### src/inc/tpcp_pkg.sv
// constants for the timing polarity and first custom pulse block
`default_nettype none
package tpcp_pkg;
  // register indices; byte address is four times the index
  localparam logic [7:0] IDX_TIMING_OUTPUT_POLARITY = 8'h56;
  localparam logic [7:0] IDX_CUSTOM_LINE_PULSE_BEGIN = 8'h57;
  localparam logic [7:0] IDX_CUSTOM_LINE_PULSE_END = 8'h58;
  localparam logic [7:0] IDX_CUSTOM_FRAME_PULSE_BEGIN_LINE = 8'h59;
  localparam logic [7:0] IDX_CUSTOM_FRAME_PULSE_END_LINE = 8'h5a;
  localparam logic [7:0] IDX_CUSTOM_A_OPERATOR = 8'h5b;
  localparam logic [7:0] IDX_CUSTOM_A_STATUS = 8'h60;

  localparam int APB_ADDR_W = 10;
  localparam int REG_W = 16;
  localparam int PIX_W = 16;
  localparam int LINE_W = 15;

  // polarity register fields
  localparam int POL_LINE_SYNC_BIT = 0;
  localparam int POL_LINE_BLANK_BIT = 1;
  localparam int POL_FRAME_SYNC_BIT = 2;
  localparam logic [15:0] POL_WRITE_MASK = 16'h0007;
  localparam logic [15:0] POL_RESET = 16'h0000;

  // operator register fields
  localparam int OP_XOR_BIT = 0;
  localparam int OP_OR_BIT = 1;
  localparam int OP_AND_BIT = 2;
  localparam int OP_POLARITY_BIT = 3;
  localparam logic [15:0] OP_WRITE_MASK = 16'h000f;
  localparam logic [15:0] OP_RESET = 16'h0008;

  // window registers
  localparam logic [15:0] LINE_PULSE_RESET = 16'h0000;
  localparam logic [15:0] FRAME_LINE_WRITE_MASK = 16'h7fff;
  localparam logic [15:0] FRAME_LINE_RESET = 16'h0000;

  // status register fields
  localparam int ST_LINE_PULSE_BIT = 0;
  localparam int ST_FRAME_PULSE_BIT = 1;
  localparam int ST_COMBINED_BIT = 2;
  localparam int ST_ODD_FIELD_BIT = 3;
endpackage : tpcp_pkg
`default_nettype wire

### src/hw/tpcp_timing.sv
// output polarity control and first custom timing signal, with apb registers
//
// Design decision made here: the APB interface to the registers.
`timescale 1ns/100ps
`default_nettype none

// Functional notes
// bit 2 inverts frame sync, default active low
// bit 1 inverts line blanking, default high outside video
// bit 0 inverts line sync, default active low
// 16-bit line pulse begin pixel, reset zero
// 16-bit line pulse end pixel, reset zero
// software keeps begin pixel below end pixel
// software keeps end pixel within line length
// bits 14:0 give frame pulse begin line
// bits 14:0 give frame pulse end line
// interlaced: lines counted as odd field lines
// software keeps begin line below end line
// software keeps end line within field length
// software writes zero to reserved bit 15
// custom output active low unless polarity cleared
// combine pulses: and over or over xor
// pulses active while counters inside windows
module tpcp_timing (
  input wire logic clock_in,
  input wire logic rst_in,
  input wire logic ce_in,
  // apb slave
  input wire logic psel_in,
  input wire logic penable_in,
  input wire logic pwrite_in,
  input wire logic [tpcp_pkg::APB_ADDR_W-1:0] paddr_in,
  input wire logic [31:0] pwdata_in,
  input wire logic [3:0] pstrb_in,
  output logic [31:0] prdata_out,
  output logic pready_out,
  output logic pslverr_out,
  // counters and raw timing from the timing engine, active high
  input wire logic [tpcp_pkg::PIX_W-1:0] pixel_count_in,
  input wire logic [tpcp_pkg::LINE_W-1:0] frame_line_in,
  input wire logic [tpcp_pkg::LINE_W-1:0] field_line_in,
  input wire logic interlaced_in,
  input wire logic odd_field_in,
  input wire logic line_sync_active_in,
  input wire logic line_video_valid_in,
  input wire logic frame_sync_active_in,
  // timing outputs to downstream equipment
  output logic line_sync_out,
  output logic line_blank_out,
  output logic frame_sync_out,
  output logic custom_a_out
);
  import tpcp_pkg::*;

  // register file
  logic [REG_W-1:0] polarity_r;
  logic [REG_W-1:0] line_begin_r;
  logic [REG_W-1:0] line_end_r;
  logic [REG_W-1:0] frame_begin_r;
  logic [REG_W-1:0] frame_end_r;
  logic [REG_W-1:0] operator_r;
  logic [REG_W-1:0] polarity_nxt;
  logic [REG_W-1:0] line_begin_nxt;
  logic [REG_W-1:0] line_end_nxt;
  logic [REG_W-1:0] frame_begin_nxt;
  logic [REG_W-1:0] frame_end_nxt;
  logic [REG_W-1:0] operator_nxt;

  // output stage
  logic line_sync_r;
  logic line_blank_r;
  logic frame_sync_r;
  logic custom_a_r;
  logic custom_a_line_pulse_r;
  logic custom_a_frame_pulse_r;
  logic combined_r;
  logic odd_field_r;
  logic [31:0] prdata_r;

  // bus decode
  wire [7:0] reg_index = paddr_in[APB_ADDR_W-1:2];
  wire access_phase = psel_in & penable_in;
  wire bus_done = access_phase & ce_in;
  wire hit_pol = (reg_index == IDX_TIMING_OUTPUT_POLARITY);
  wire hit_lbeg = (reg_index == IDX_CUSTOM_LINE_PULSE_BEGIN);
  wire hit_lend = (reg_index == IDX_CUSTOM_LINE_PULSE_END);
  wire hit_fbeg = (reg_index == IDX_CUSTOM_FRAME_PULSE_BEGIN_LINE);
  wire hit_fend = (reg_index == IDX_CUSTOM_FRAME_PULSE_END_LINE);
  wire hit_op = (reg_index == IDX_CUSTOM_A_OPERATOR);
  wire hit_status = (reg_index == IDX_CUSTOM_A_STATUS);
  wire hit_rw = hit_pol | hit_lbeg | hit_lend | hit_fbeg | hit_fend | hit_op;
  wire hit_any = hit_rw | hit_status;
  // misaligned byte offsets are treated as unmapped
  wire addr_ok = hit_any & (paddr_in[1:0] == 2'b00);
  // status is read only, so a write to it is refused
  wire wr_ok = addr_ok & hit_rw;
  wire wr_en = bus_done & pwrite_in & wr_ok;
  wire rd_en = bus_done & ~pwrite_in;

  // byte lanes; only the low two lanes hold data
  wire [15:0] lane_mask = {{8{pstrb_in[1]}}, {8{pstrb_in[0]}}};
  wire [15:0] wdata16 = pwdata_in[15:0];

  function automatic logic [15:0] merge(input logic [15:0] old_v,
                                        input logic [15:0] new_v,
                                        input logic [15:0] lanes,
                                        input logic [15:0] keep);
    merge = ((old_v & ~lanes) | (new_v & lanes)) & keep;
  endfunction : merge

  assign polarity_nxt = (wr_en & hit_pol) ?
                        merge(polarity_r, wdata16, lane_mask, POL_WRITE_MASK) :
                        polarity_r;
  assign line_begin_nxt = (wr_en & hit_lbeg) ?
                          merge(line_begin_r, wdata16, lane_mask, 16'hffff) :
                          line_begin_r;
  assign line_end_nxt = (wr_en & hit_lend) ?
                        merge(line_end_r, wdata16, lane_mask, 16'hffff) :
                        line_end_r;
  // reserved bit 15 is held at zero whatever software writes
  assign frame_begin_nxt = (wr_en & hit_fbeg) ?
                           merge(frame_begin_r, wdata16, lane_mask,
                                 FRAME_LINE_WRITE_MASK) :
                           frame_begin_r;
  assign frame_end_nxt = (wr_en & hit_fend) ?
                         merge(frame_end_r, wdata16, lane_mask,
                               FRAME_LINE_WRITE_MASK) :
                         frame_end_r;
  assign operator_nxt = (wr_en & hit_op) ?
                        merge(operator_r, wdata16, lane_mask, OP_WRITE_MASK) :
                        operator_r;

  always_ff @(posedge clock_in) begin
    if (rst_in) begin
      polarity_r <= POL_RESET;
    end else if (ce_in) begin
      polarity_r <= polarity_nxt;
    end
  end

  always_ff @(posedge clock_in) begin
    if (rst_in) begin
      line_begin_r <= LINE_PULSE_RESET;
    end else if (ce_in) begin
      line_begin_r <= line_begin_nxt;
    end
  end

  always_ff @(posedge clock_in) begin
    if (rst_in) begin
      line_end_r <= LINE_PULSE_RESET;
    end else if (ce_in) begin
      line_end_r <= line_end_nxt;
    end
  end

  always_ff @(posedge clock_in) begin
    if (rst_in) begin
      frame_begin_r <= FRAME_LINE_RESET;
    end else if (ce_in) begin
      frame_begin_r <= frame_begin_nxt;
    end
  end

  always_ff @(posedge clock_in) begin
    if (rst_in) begin
      frame_end_r <= FRAME_LINE_RESET;
    end else if (ce_in) begin
      frame_end_r <= frame_end_nxt;
    end
  end

  always_ff @(posedge clock_in) begin
    if (rst_in) begin
      operator_r <= OP_RESET;
    end else if (ce_in) begin
      operator_r <= operator_nxt;
    end
  end

  // read mux
  wire [15:0] status_word = {12'h000,
                             odd_field_r,
                             combined_r,
                             custom_a_frame_pulse_r,
                             custom_a_line_pulse_r};
  wire [15:0] rd_word = hit_pol ? polarity_r :
                        hit_lbeg ? line_begin_r :
                        hit_lend ? line_end_r :
                        hit_fbeg ? frame_begin_r :
                        hit_fend ? frame_end_r :
                        hit_op ? operator_r :
                        hit_status ? status_word :
                        16'h0000;
  wire [31:0] rd_next = (rd_en & addr_ok) ? {16'h0000, rd_word} : 32'h0000_0000;

  always_ff @(posedge clock_in) begin
    if (rst_in) begin
      prdata_r <= 32'h0000_0000;
    end else if (ce_in) begin
      prdata_r <= rd_next;
    end
  end

  // zero-wait answer combinationally; read data comes from the access cycle
  // itself, so prdata is driven from the decode and registered copy is kept
  // only to show the last read word for one enabled cycle after the transfer, then zero
  assign pready_out = ce_in;
  assign pslverr_out = access_phase & ~(pwrite_in ? wr_ok : addr_ok);
  assign prdata_out = (access_phase & ~pwrite_in & addr_ok) ?
                      {16'h0000, rd_word} : prdata_r;

  // window detection
  // vertical values count odd field lines, so in interlaced mode the
  // field-relative counter is compared in either field
  wire [LINE_W-1:0] line_for_window = interlaced_in ? field_line_in :
                                      frame_line_in;
  wire [LINE_W-1:0] frame_begin_line = frame_begin_r[LINE_W-1:0];
  wire [LINE_W-1:0] frame_end_line = frame_end_r[LINE_W-1:0];
  // begin is inclusive, end exclusive, so begin == end gives no pulse
  wire line_window = (pixel_count_in >= line_begin_r) &
                     (pixel_count_in < line_end_r);
  wire frame_window = (line_for_window >= frame_begin_line) &
                      (line_for_window < frame_end_line);

  // operator priority: and, then or, then xor; none set gives inactive
  wire op_and = operator_r[OP_AND_BIT];
  wire op_or = operator_r[OP_OR_BIT];
  wire op_xor = operator_r[OP_XOR_BIT];
  wire combined_active = op_and ? (line_window & frame_window) :
                         op_or ? (line_window | frame_window) :
                         op_xor ? (line_window ^ frame_window) :
                         1'b0;
  // polarity bit set means active low
  wire custom_a_level = operator_r[OP_POLARITY_BIT] ? ~combined_active :
                        combined_active;

  // polarity of the standard timing outputs
  wire line_sync_level = ~line_sync_active_in ^
                         polarity_r[POL_LINE_SYNC_BIT];
  wire line_blank_level = ~line_video_valid_in ^
                          polarity_r[POL_LINE_BLANK_BIT];
  wire frame_sync_level = ~frame_sync_active_in ^
                          polarity_r[POL_FRAME_SYNC_BIT];

  // every timing output is registered so all four share one cycle of latency
  always_ff @(posedge clock_in) begin
    if (rst_in) begin
      line_sync_r <= 1'b1;
    end else if (ce_in) begin
      line_sync_r <= line_sync_level;
    end
  end

  always_ff @(posedge clock_in) begin
    if (rst_in) begin
      line_blank_r <= 1'b1;
    end else if (ce_in) begin
      line_blank_r <= line_blank_level;
    end
  end

  always_ff @(posedge clock_in) begin
    if (rst_in) begin
      frame_sync_r <= 1'b1;
    end else if (ce_in) begin
      frame_sync_r <= frame_sync_level;
    end
  end

  always_ff @(posedge clock_in) begin
    if (rst_in) begin
      custom_a_r <= 1'b1;
    end else if (ce_in) begin
      custom_a_r <= custom_a_level;
    end
  end

  // window and field copies below feed only the status word
  always_ff @(posedge clock_in) begin
    if (rst_in) begin
      custom_a_line_pulse_r <= 1'b0;
    end else if (ce_in) begin
      custom_a_line_pulse_r <= line_window;
    end
  end

  always_ff @(posedge clock_in) begin
    if (rst_in) begin
      custom_a_frame_pulse_r <= 1'b0;
    end else if (ce_in) begin
      custom_a_frame_pulse_r <= frame_window;
    end
  end

  always_ff @(posedge clock_in) begin
    if (rst_in) begin
      combined_r <= 1'b0;
    end else if (ce_in) begin
      combined_r <= combined_active;
    end
  end

  always_ff @(posedge clock_in) begin
    if (rst_in) begin
      odd_field_r <= 1'b0;
    end else if (ce_in) begin
      odd_field_r <= odd_field_in;
    end
  end

  assign line_sync_out = line_sync_r;
  assign line_blank_out = line_blank_r;
  assign frame_sync_out = frame_sync_r;
  assign custom_a_out = custom_a_r;
endmodule : tpcp_timing
`default_nettype wire

### config.mk
export PLATFORM = sky130hd
export DESIGN_NAME = tpcp_timing
export DESIGN_NICKNAME = d
export VERILOG_FILES = /design/src/inc/tpcp_pkg.sv /design/src/hw/tpcp_timing.sv
export SDC_FILE = /design/constraint.sdc
export NUM_CORES = 1
export LEC_CHECK = 0
export BUFFER_PORTS_ARGS = -buffer_cell sky130_fd_sc_hd__buf_2
export CORE_MARGIN = 2
export CORE_UTILIZATION = 57
export CTS_CLUSTER_SIZE = 8
export DETAILED_ROUTE_END_ITERATION = 10
export GPL_ROUTABILITY_DRIVEN = 0
export PLACE_DENSITY = 0.83
export RECOVER_POWER = 100
export REMOVE_ABC_BUFFERS = 1
export SYNTH_ARGS = -nofsm -noshare
export SYNTH_HDL_FRONTEND = slang
export SYNTH_SLANG_ARGS = --single-unit
### constraint.sdc
create_clock -name clock_in -period 6.85 [get_ports clock_in]
set_input_delay 0.685 -clock clock_in [delete_from_list [all_inputs] [get_ports clock_in]]
set_output_delay 0.685 -clock clock_in [all_outputs]
set_load 0.03 [all_outputs]
# Yosys cells after proc, flatten, opt, wreduce, memory -nomap -nowiden
# Cells that the tools add are included.
word_totals:
  input_bits: 103
  output_inout_bits: 38
  word_cells: 99
  reg_bits: 109
classes:
  reduce_logical: 7
  mux: 15
  n_eq_ne: 7
  n_lt_le_gt_ge: 4
  bitwise_logic: 51
op_table:
  columns: ["cell", "n"]
  rows:
  - ["$mux 16", 4]
  - ["$eq 8x7->1 const B", 7]
  - ["$and 16x16->16", 3]
  - ["$mux 15", 3]
  - ["$mux 32", 1]
  - ["$or 16x16->16", 2]
  - ["$and 15x15->15", 2]
  - ["$or 15x15->15", 2]
  - ["$and 1x1->1", 20]
  - ["$ge 16x16->1", 1]
  - ["$lt 16x16->1", 1]
  - ["$not 16->16", 1]
  - ["$ge 15x15->1", 1]
  - ["$lt 15x15->1", 1]
  - ["$reduce_and 2->1", 6]
  - ["$mux 4", 2]
  - ["$or 1x1->1", 7]
  - ["$not 1->1", 6]
  - ["$mux 1", 5]
  - ["$and 4x4->4", 1]
  - ["$or 4x4->4", 1]
  - ["$xor 1x1->1", 4]
  - ["$and 3x3->3", 1]
  - ["$or 3x3->3", 1]
  - ["$logic_not 2->1", 1]

# Logic depth before layout (Yosys ltp)
# Gate-level depths: netlist of run 1.
logic_depth:
  depth_word: 12
  mapped_depth: 15
  ltp_nobuf: 13

# Worst setup path before layout of run 1
# OpenSTA, ideal clock, no wires.
synth_timing:
  path_kind: "input port to flip-flop"
  startpoint: "in interlaced_in"
  endpoint: "reg custom_a_r (netlist: custom_a_out)"
  arrival_time_ns: 3.691
  path_stages: 15
  setup_slack_ns: 3.039
  t_required_ns: 6.730
  n_path_buf: 2
  setup_time_ns: 0.120
  path_cell_list: "clkbuf_1 -> buf_1 -> mux2_2 -> ha_1 -> and4_1 -> and3_1 -> o211ai_1 -> nand3_1 -> or2_2 -> ha_1 -> nand2_1 -> mux2i_1 -> mux2i_1 -> xnor2_1 -> a211o_1"
synth_between:
  elab_chain_len: 9
  elab_cells_between_ends: 12
  cone_classes: "2 x order compare; 5 x mux; 5 x bitwise"
synth_lines:
  columns: ["element", "line_no", "rtl"]
  rows:
  - ["from (decl)", "tpcp_timing.sv:42", "input wire logic interlaced_in,"]
  - ["$mux 15 *", "tpcp_timing.sv:216", "wire [LINE_W-1:0] line_for_window = interlaced_in ? field_line_in :"]
  - ["$ge 15x15->1 or $lt 15x15->1 (tied branches)", "tpcp_timing.sv:223, tpcp_timing.sv:224", null]
  - ["$and 1x1->1 *", "tpcp_timing.sv:223", "wire frame_window = (line_for_window >= frame_begin_line) &"]
  - ["$xor 1x1->1", "tpcp_timing.sv:232", "op_xor ? (line_window ^ frame_window) :"]
  - ["$mux 1", "tpcp_timing.sv:232", null]
  - ["$mux 1", "tpcp_timing.sv:231", "op_or ? (line_window | frame_window) :"]
  - ["$mux 1 *", "tpcp_timing.sv:230", "wire combined_active = op_and ? (line_window & frame_window) :"]
  - ["$not 1->1", "tpcp_timing.sv:235", "wire custom_a_level = operator_r[OP_POLARITY_BIT] ? ~combined_active :"]
  - ["$mux 1 *", "tpcp_timing.sv:235", null]
  - ["to (signal assigned)", "tpcp_timing.sv:275", "custom_a_r <= custom_a_level;"]
  - ["to (decl)", "tpcp_timing.sv:73", "logic custom_a_r;"]
# Mark *: on every way between the ends. The rest lies on a longest branch, timed or not.
# A chain may end at the register's enable or synchronous reset.

# Final worst setup path of run 1
layout_timing:
  startpoint: "in paddr_in[3] (netlist bit)"
  endpoint: "out prdata_out[7]"
layout_between:
  elab_chain_len: 10
  elab_cells_between_ends: 21
  cone_classes: "7 x eq/ne; 6 x mux; 8 x bitwise"
layout_lines:
  columns: ["element", "line_no", "rtl"]
  rows:
  - ["from (decl)", "tpcp_timing.sv:32", "input wire logic [tpcp_pkg::APB_ADDR_W-1:0] paddr_in,"]
  - ["$eq 8x7->1, on equally long branches", "tpcp_timing.sv:84, tpcp_timing.sv:85", null]
  - ["$or 1x1->1 (5 in series)", "tpcp_timing.sv:91", "wire hit_rw = hit_pol | hit_lbeg | hit_lend | hit_fbeg | hit_fend | hit_op;"]
  - ["$or 1x1->1", "tpcp_timing.sv:92", "wire hit_any = hit_rw | hit_status;"]
  - ["$and 1x1->1", "tpcp_timing.sv:94", "wire addr_ok = hit_any & (paddr_in[1:0] == 2'b00);"]
  - ["$and 1x1->1", "tpcp_timing.sv:210", "assign prdata_out = (access_phase & ~pwrite_in & addr_ok) ?"]
  - ["$mux 32 *", "tpcp_timing.sv:210", null]
  - ["to (decl)", "tpcp_timing.sv:35", "output logic [31:0] prdata_out,"]
# Marked as above.

==> results of run 1 <==
metrics by stage:
step | total power [µW] | hold slack, ns
after floorplan | 641 | 0.426
after global placement | 712 | 0.441
after detailed placement | 716 | 0.445
after CTS | 1170 | 0.458
after global routing | 1210 | 0.493
final | 1170 | 0.461
worst min-delay path: cells and delay by family (launching register included):
family           cells  cell delay, ns
flip-flops           1            0.32
AND/OR/NAND/NOR      1            0.05
AO/OA/AOI/OAI        1            0.05
cell type report:
class | instances | area, µm² | area share (%)
Clock buffer | 10 | 138 | 1.97
Clock inverter | 6 | 116 | 1.67
Inverter | 70 | 263 | 3.76
Multi-Input combinational cell | 545 | 3900 | 55.8
Sequential cell | 93 | 1860 | 26.6
Tap cell | 140 | 175 | 2.51
Timing Repair Buffer | 109 | 536 | 7.66
placed cells by master, fill, tap and decap left out, types with 8 or more instances in the layout:
cell      instances
nand4_1           9
buf_2            95
a22o_1           20
clkbuf_1         12
inv_1            69
mux2_2           17
conb_1           16
dfxtp_1          93
clkbuf_8         10
nand2b_1         11
a21oi_1          57
nand3_1           9
nand2_1          53
mux2i_1          62
o21ai_0          30
ha_1             62
nor2_1           94
a21o_1            8
cell families (layout without fill, tap and decap cells):
group,Yosys count,after routing
compound gates,163,163
xor+xnor,4,4
fa+ha+maj,62,62
buf+inv,120,195
flops,93,93
mux,79,79
other cells,1,16
simple gates,221,221
power groups by stage:
| stage | clock [µW] | combinational [µW] | sequential [µW] |
|---|---|---|---|
| 2_1_floorplan | 0 | 82.8 | 558 |
| 3_5_place_dp | 0 | 160 | 556 |
| 3_3_place_gp | 0 | 156 | 556 |
| 5_1_grt | 491 | 179 | 544 |
| 6_report | 465 | 162 | 544 |
| 4_1_cts | 468 | 162 | 544 |
metal layers:
layer / vias up / GRT usage [%]
met5: - / 0
li1: 2753 / -
met2: 235 / 46.0
met4: 0 / 10.1
met1: 2657 / 38.5
met3: 40 / 4.96
path summary, 6_finish.rpt:
kind | slack, ns | endpoint | start
max | 1.53 | prdata_out[7] | paddr_in[3]
min | 0.46 | register | register
max reg2reg | 3.53 | custom_a_out | register
min reg2reg | 0.46 | register | register
==> results by group, run 1 <==
Run status
  • Status: complete, but fails checks
  • Failing checks: max-capacitance violations, max-slew violations

Yosys
  • Main combinational cell family by area after synthesis: simple AND/OR/NAND/NOR gates
  • Most used DFF post-synth: dfxtp_1
  • Mux contribution to synthesized area: 13.0%
  • Post-synthesis compound-gate area fraction: 17.4%
  • Distinct cells, synth: 70
  • #FFs+latches synth: 93
  • Yosys top cell area share: 29.8%
  • Mapped Avg Cell Area: 8.40 µm²
  • Post-synthesis cell count: 743
  • Commonest cells in the netlist: nor2_1 (94), dfxtp_1 (93), inv_1 (69), ha_1 (62), mux2i_1 (62)
  • Synth Area in XOR/XNOR: 0.561%
  • Synth top area cells: dfxtp_1 (30%), ha_1 (12%), mux2i_1 (9.9%)
  • Register area share after synthesis: 29.8%
  • Post-Synth Adder-Cell Area: 12.4%
  • Most frequent cell after synthesis: nor2_1
  • Simple-gate share of the synthesized area: 18.1%
  • Yosys warnings: 0
  • Synth area leader: dfxtp_1
  • Number of enable flip-flop cells after synthesis: 0
  • Async set-reset flop share out of synthesis: 0%
  • Netlist Area Pre-Place: 6240 µm²

Clock network
  • Bufs on Longest Clock Path: 2
  • H-tree depth: 3
  • PostCTS Resize Cnt: 0
  • Reg clk slew, reported paths: 0.09 ns
  • TritonCTS Sinks: 93
  • Clock Tree Root: clkbuf_8
  • CTS Hold Bufs: 0
  • CTS buffer count: 9
  • Worst-Skew Late Latency: 0.37 ns
  • Postcts setup bufs: 0
  • CTS tree: yes

GRT
  • GRT overflow: 0
  • Antenna violations before repair: 0
  • Vias in the first global route: 5221
  • Total track usage: 28.5%
  • First-pass GRT wire length: 26000 µm
  • Largest net degree at the start of global routing: 86

Critical path
  • CP Capture Type: output pin
  • Crit path cell chain: clkbuf_1 > inv_1 > nor3_1 > o311ai_4 > nor2_2 > a22o_1 > buf_2
  • WP data required: 6.16 ns
  • Startpoint types: input pin
  • CP delay by family, top: buffers and inverters
  • CP bufs+invs: 3
  • Crit Path Max Fanout: 41
  • Crit path depth: 7
  • Critical path type: in2out
  • Worst path slowest cell: clkbuf_1
  • CP peak stage delay: 1.40 ns
  • CP arrival: 4.63 ns
  • R2R depth: 13

Place
  • Port bufs: 106
  • Pre-CTS setup slack: 2.80 ns
  • Cell area after placement: 6760 µm²
  • Post-DP HPWL: 12100 µm
  • Dpl cells: 957

Finish
  • FILL cells: 958
  • Final instance area: 6990 µm²
  • Final nets: 993
  • Layout Cells excl Fill: 973
  • Area grow syn2layout: 11.9%
  • Antenna Cells: 0
  • Utilization after layout: 65.0%
  • Share of cells above drive strength 1: 18.4%

Power and ir drop
  • Power density cells: 167 nW/µm²
  • Leak: 0.00280 µW
  • Int Pwr: 860 µW
  • VDD IR max: 112 µV
  • Sw Share: 26.5%
  • Clk pwr share: 39.7%
  • NetSw: 310 µW
  • Seq pwr share: 46.4%
  • Combinational power share: 13.8%

Floorplanning
  • Die ar.: 11800 µm²
  • Row cnt: 38
  • Die X: 109 µm
  • Top-level port count: 141
  • Core area: 10700 µm²
  • Starting Density: 58.1%
  • Die Y: 109 µm

Timing
  • Final setup TNS: 0 ns
  • Final slew viol count: 128
  • Setup ws final: 1.53 ns
  • Worst relative slew slack: -150%
  • Post-route minimum period: 5.32 ns
  • Post-route clock period utilization: 77.6%
  • FMAX: 188 MHz
  • Setup Viol. Count Final: 0
  • Worst-margin pin slew: 3.75 ns
  • RSZ-0062 raised after global routing: false
  • Clk_skew: 0.0136 ns
  • Count of final hold-check violations: 0

Detailed routing
  • M1 WL: 7430 µm
  • Routed length on met3: 1160 µm
  • Wire length on met2: 7540 µm
  • Drt wl/cell: 17.0 µm
  • DR vias/cell: 5.84
  • DR pass1 iterations: 7
  • Number of routed nets with antenna violations: 0
  • Highest routed layer: met4
  • DR vias: 5685
  • Iteration-0 DRC count of the detailed router: 410
  • Drt drc: 0
  • Final wirelength: 16500 µm

Job
  • Max cap viols: 2

Hold path
  • Hold path depth: 2
  • Worst hold path type: reg2reg
(Power assumes the default switching activity.)
==> run 2, diff against run 1 <==
--- a/config.mk
+++ b/config.mk
@@ -5,13 +5,14 @@
 export SDC_FILE = /design/constraint.sdc
 export NUM_CORES = 1
 export LEC_CHECK = 0
+export ABC_AREA = 1
 export BUFFER_PORTS_ARGS = -buffer_cell sky130_fd_sc_hd__buf_2
 export CORE_MARGIN = 2
-export CORE_UTILIZATION = 57
+export CORE_UTILIZATION = 50
 export CTS_CLUSTER_SIZE = 8
 export DETAILED_ROUTE_END_ITERATION = 10
 export GPL_ROUTABILITY_DRIVEN = 0
-export PLACE_DENSITY = 0.83
+export PLACE_DENSITY = 0.76
 export RECOVER_POWER = 100
 export REMOVE_ABC_BUFFERS = 1
 export SYNTH_ARGS = -nofsm -noshare
==> constraint.sdc (replaced) <==
create_clock -name clock_in -period 4.35 [get_ports clock_in]
set_input_delay 0.435 -clock clock_in [delete_from_list [all_inputs] [get_ports clock_in]]
set_output_delay 0.435 -clock clock_in [all_outputs]
set_load 0.03 [all_outputs]
==> results by group, run 2 <==
Finish
  • Most frequent cells in the layout: nand2_1 (166), nor2_1 (156), inv_1 (101) (was buf_2 (95), nor2_1 (94), dfxtp_1 (93))
  • Final nets: 1197 (was 993)
  • Share of cells above drive strength 1: 16.9% (was 18.4%)
  • Area grow syn2layout: 11.2% (was 11.9%)
  • Final instance area: 7240 µm² (was 6990 µm²)
  • Most common cell after layout, fill and taps aside: nand2_1 (was buf_2)
  • Utilization after layout: 57.2% (was 65.0%)

Critical path
  • Crit Path Max Fanout: 24 (was 41)
  • Startpoint types: input pin (unchanged)
  • WP data required: 3.91 ns (was 6.16 ns)
  • Critical path type: in2out (unchanged)
  • R2R depth: 15 (was 13)
  • FF-to-FF End: custom_a_out (unchanged)
  • Reg2Reg Setup Slack: 1.77 ns (was 3.53 ns)
  • CP Capture Type: output pin (unchanged)
  • Worst Setup SP: paddr_in[9] (was paddr_in[3])
  • CP arrival: 3.15 ns (was 4.63 ns)

Clock network
  • Worst-Skew Late Latency: 0.35 ns (was 0.37 ns)
  • Reg clk slew, reported paths: 0.07 ns (was 0.09 ns)
  • CTS tree: yes (unchanged)
  • CTS Hold Bufs: 0 (unchanged)
  • H-tree depth: 3 (unchanged)
  • Clock Tree Root: clkbuf_16 (was clkbuf_8)
  • Postcts setup bufs: 0 (unchanged)
  • Bufs on Longest Clock Path: 2 (unchanged)
  • PostCTS Resize Cnt: 0 (unchanged)
  • TritonCTS Sinks: 93 (unchanged)
  • CTS buffer count: 9 (unchanged)

Yosys
  • Distinct cells, synth: 40 (was 70)
  • Yosys warnings: 0 (unchanged)
  • #FFs+latches synth: 93 (unchanged)
  • Post-synthesis cell count: 941 (was 743)
  • Register area share after synthesis: 28.6% (was 29.8%)
  • Async set-reset flop share out of synthesis: 0% (unchanged)
  • Yosys top cell area share: 28.6% (was 29.8%)
  • Most frequent cell after synthesis: nand2_1 (was nor2_1)
  • Most used DFF post-synth: dfxtp_1 (unchanged)
  • Mapped Avg Cell Area: 6.92 µm² (was 8.40 µm²)
  • Commonest cells in the netlist: nand2_1 (165), nor2_1 (154), inv_1 (99), dfxtp_1 (93), ha_1 (62) (was nor2_1 (94), dfxtp_1 (93), inv_1 (69), ha_1 (62), mux2i_1 (62))
  • Synth area leader: dfxtp_1 (unchanged)
  • Number of enable flip-flop cells after synthesis: 0 (unchanged)
  • Synth top area cells: dfxtp_1 (29%), ha_1 (12%), nand2_1 (9.5%) (was dfxtp_1 (30%), ha_1 (12%), mux2i_1 (9.9%))
  • Netlist Area Pre-Place: 6510 µm² (was 6240 µm²)

GRT
  • GRT overflow: 0 (unchanged)
  • Total track usage: 24.9% (was 28.5%)
  • Antenna violations before repair: 1 (was 0)
  • First-pass GRT wire length: 28000 µm (was 26000 µm)
  • Vias in the first global route: 5981 (was 5221)
  • Largest net degree at the start of global routing: 69 (was 86)

Floorplanning
  • Core area: 12700 µm² (was 10700 µm²)
  • Die Y: 118 µm (was 109 µm)
  • Row cnt: 41 (was 38)
  • Die X: 118 µm (was 109 µm)
  • Die ar.: 14000 µm² (was 11800 µm²)
  • Starting Density: 51.4% (was 58.1%)
  • Top-level port count: 141 (unchanged)

Timing
  • RSZ-0062 raised after global routing: false (unchanged)
  • Post-route minimum period: 3.59 ns
  • Final setup TNS: 0 ns (unchanged)
  • Final slew viol count: 69 (was 128)
  • Count of final hold-check violations: 0 (unchanged)
  • Setup Viol. Count Final: 0 (unchanged)
  • FMAX: 279 MHz
  • Worst relative slew slack: -11.6% (was -150%)
  • WHS: 0.311 ns (was 0.461 ns)
  • Worst-margin pin slew: 1.67 ns (was 3.75 ns)
  • Setup ws final: 0.763 ns (was 1.53 ns)
  • Clk_skew: 0.00467 ns (was 0.0136 ns)
  • Post-route clock period utilization: 82.5%

Detailed routing
  • Drt wl/cell: 14.2 µm (was 17.0 µm)
  • Number of routed nets with antenna violations: 0 (unchanged)
  • DR vias/cell: 5.21 (was 5.84)
  • DR pass1 iterations: 5 (was 7)
  • DR vias: 6308 (was 5685)
  • Iteration-0 DRC count of the detailed router: 374 (was 410)
  • Final wirelength: 17200 µm (was 16500 µm)
  • Drt drc: 0 (unchanged)

Run status
  • Status: complete, but fails checks (unchanged)
  • Failing checks: max-capacitance violations, max-slew violations (unchanged)

Hold path
  • Min-delay src: line_sync_active_in
  • Worst hold path type: in2reg (was reg2reg)
  • Hold path depth: 3 (was 2)
  • Worst Hold Path EP: line_sync_out

Place
  • Pre-CTS setup slack: 1.18 ns (was 2.80 ns)
  • Post-DP HPWL: 13000 µm (was 12100 µm)
  • Cell area after placement: 7060 µm² (was 6760 µm²)
  • Port bufs: 106 (unchanged)

Power and ir drop
  • Leak: 0.00338 µW (was 0.00280 µW)
  • Power density cells: 256 nW/µm² (was 167 nW/µm²)
  • VDD IR max: 195 µV (was 112 µV)

Job
  • Max cap viols: 1 (was 2)
run 2: changes by cell type after synthesis, moves of 11 or more:
cell	before	now
nand2b_1	11	0
o21ai_0	30	48
nand2_4	0	12
o21ai_1	1	53
mux2i_1	62	0
nor2_1	94	154
inv_1	69	99
nand2_1	53	165
a22o_1	20	0
nand3_1	9	55
inv_2	0	12
run 2: kinds of logic (layout without fill, tap and decap cells):
| logic type | after synthesis | after routing | synth area share (%) |
|---|---|---|---|
| compound gates | 178 | 178 | 14.9 |
| xor+xnor | 2 | 2 | 0.269 |
| fa+ha+maj | 62 | 62 | 11.9 |
| buf+inv | 157 | 238 | 10.8 |
| flops | 93 | 93 | 28.6 |
| mux | 14 | 14 | 2.42 |
| other cells | 1 | 17 | 0.0576 |
| simple gates | 434 | 434 | 31.1 |
run 2: metrics by stage:
| stage | instances | total power, µW |
|---|---|---|
| after floorplan | 915 | 1030 |
| after global placement | 1193 | 1120 |
| after detailed placement | 1193 | 1130 |
| after CTS | 1209 | 1860 |
| after global routing | 1210 | 1930 |
| final | 1210 | 1850 |
run 2: area by class of cell:
| cell class | instances | area, µm² |
|---|---|---|
| well taps | 172 | 215 |
| diodes | 1 | 2.50 |
| flip-flops and latches | 93 | 1860 |
| fillers | 1308 | 5430 |
| clock inverters | 7 | 50.0 |
| multi-input cells | 706 | 3930 |
| clock buffers | 9 | 225 |
| repair buffers | 106 | 514 |
| inverters | 116 | 445 |
run 2: report_power, final:
part / internal (µW) / switching (µW) / leakage (µW)
logic: 90.1 / 160 / 0.00250
clock network: 390 / 357 / 0.000128
registers: 856 / 2.34 / 0.000751
total: 1340 / 519 / 0.00338
run 2: critical path: stages:
cell     delay [ns]
buf_2          0.11
inv_2          0.04
nand2_1        0.12
nor2_8         0.34
nand3_1        0.49
nand3_1        0.39
nand2_4        0.07
nor3_1         0.65
nand3_1        0.17
nand2_1        0.13
buf_2          0.20
run 2: routing by layer:
layer | track usage [%] | part of all wire (%) | vias up
li1 | - | - | 3221
met1 | 31.7 | 46 | 2878
met2 | 41.7 | 46 | 174
met3 | 4.15 | 4.9 | 35
met4 | 10.5 | 3.0 | 0
met5 | 0 | 0 | -
run 2: worst max-delay path by stage:
stage | end | slack [ns] | depth (start not counted)
global placement | custom_a_out | 1.23 | 16
finish | prdata_out[3] | 0.76 | 11
floorplan | prdata_out[11] | 1.65 | 7
CTS | prdata_out[11] | 1.29 | 9
global route | prdata_out[3] | 0.56 | 11
detailed placement | custom_a_out | 1.18 | 16
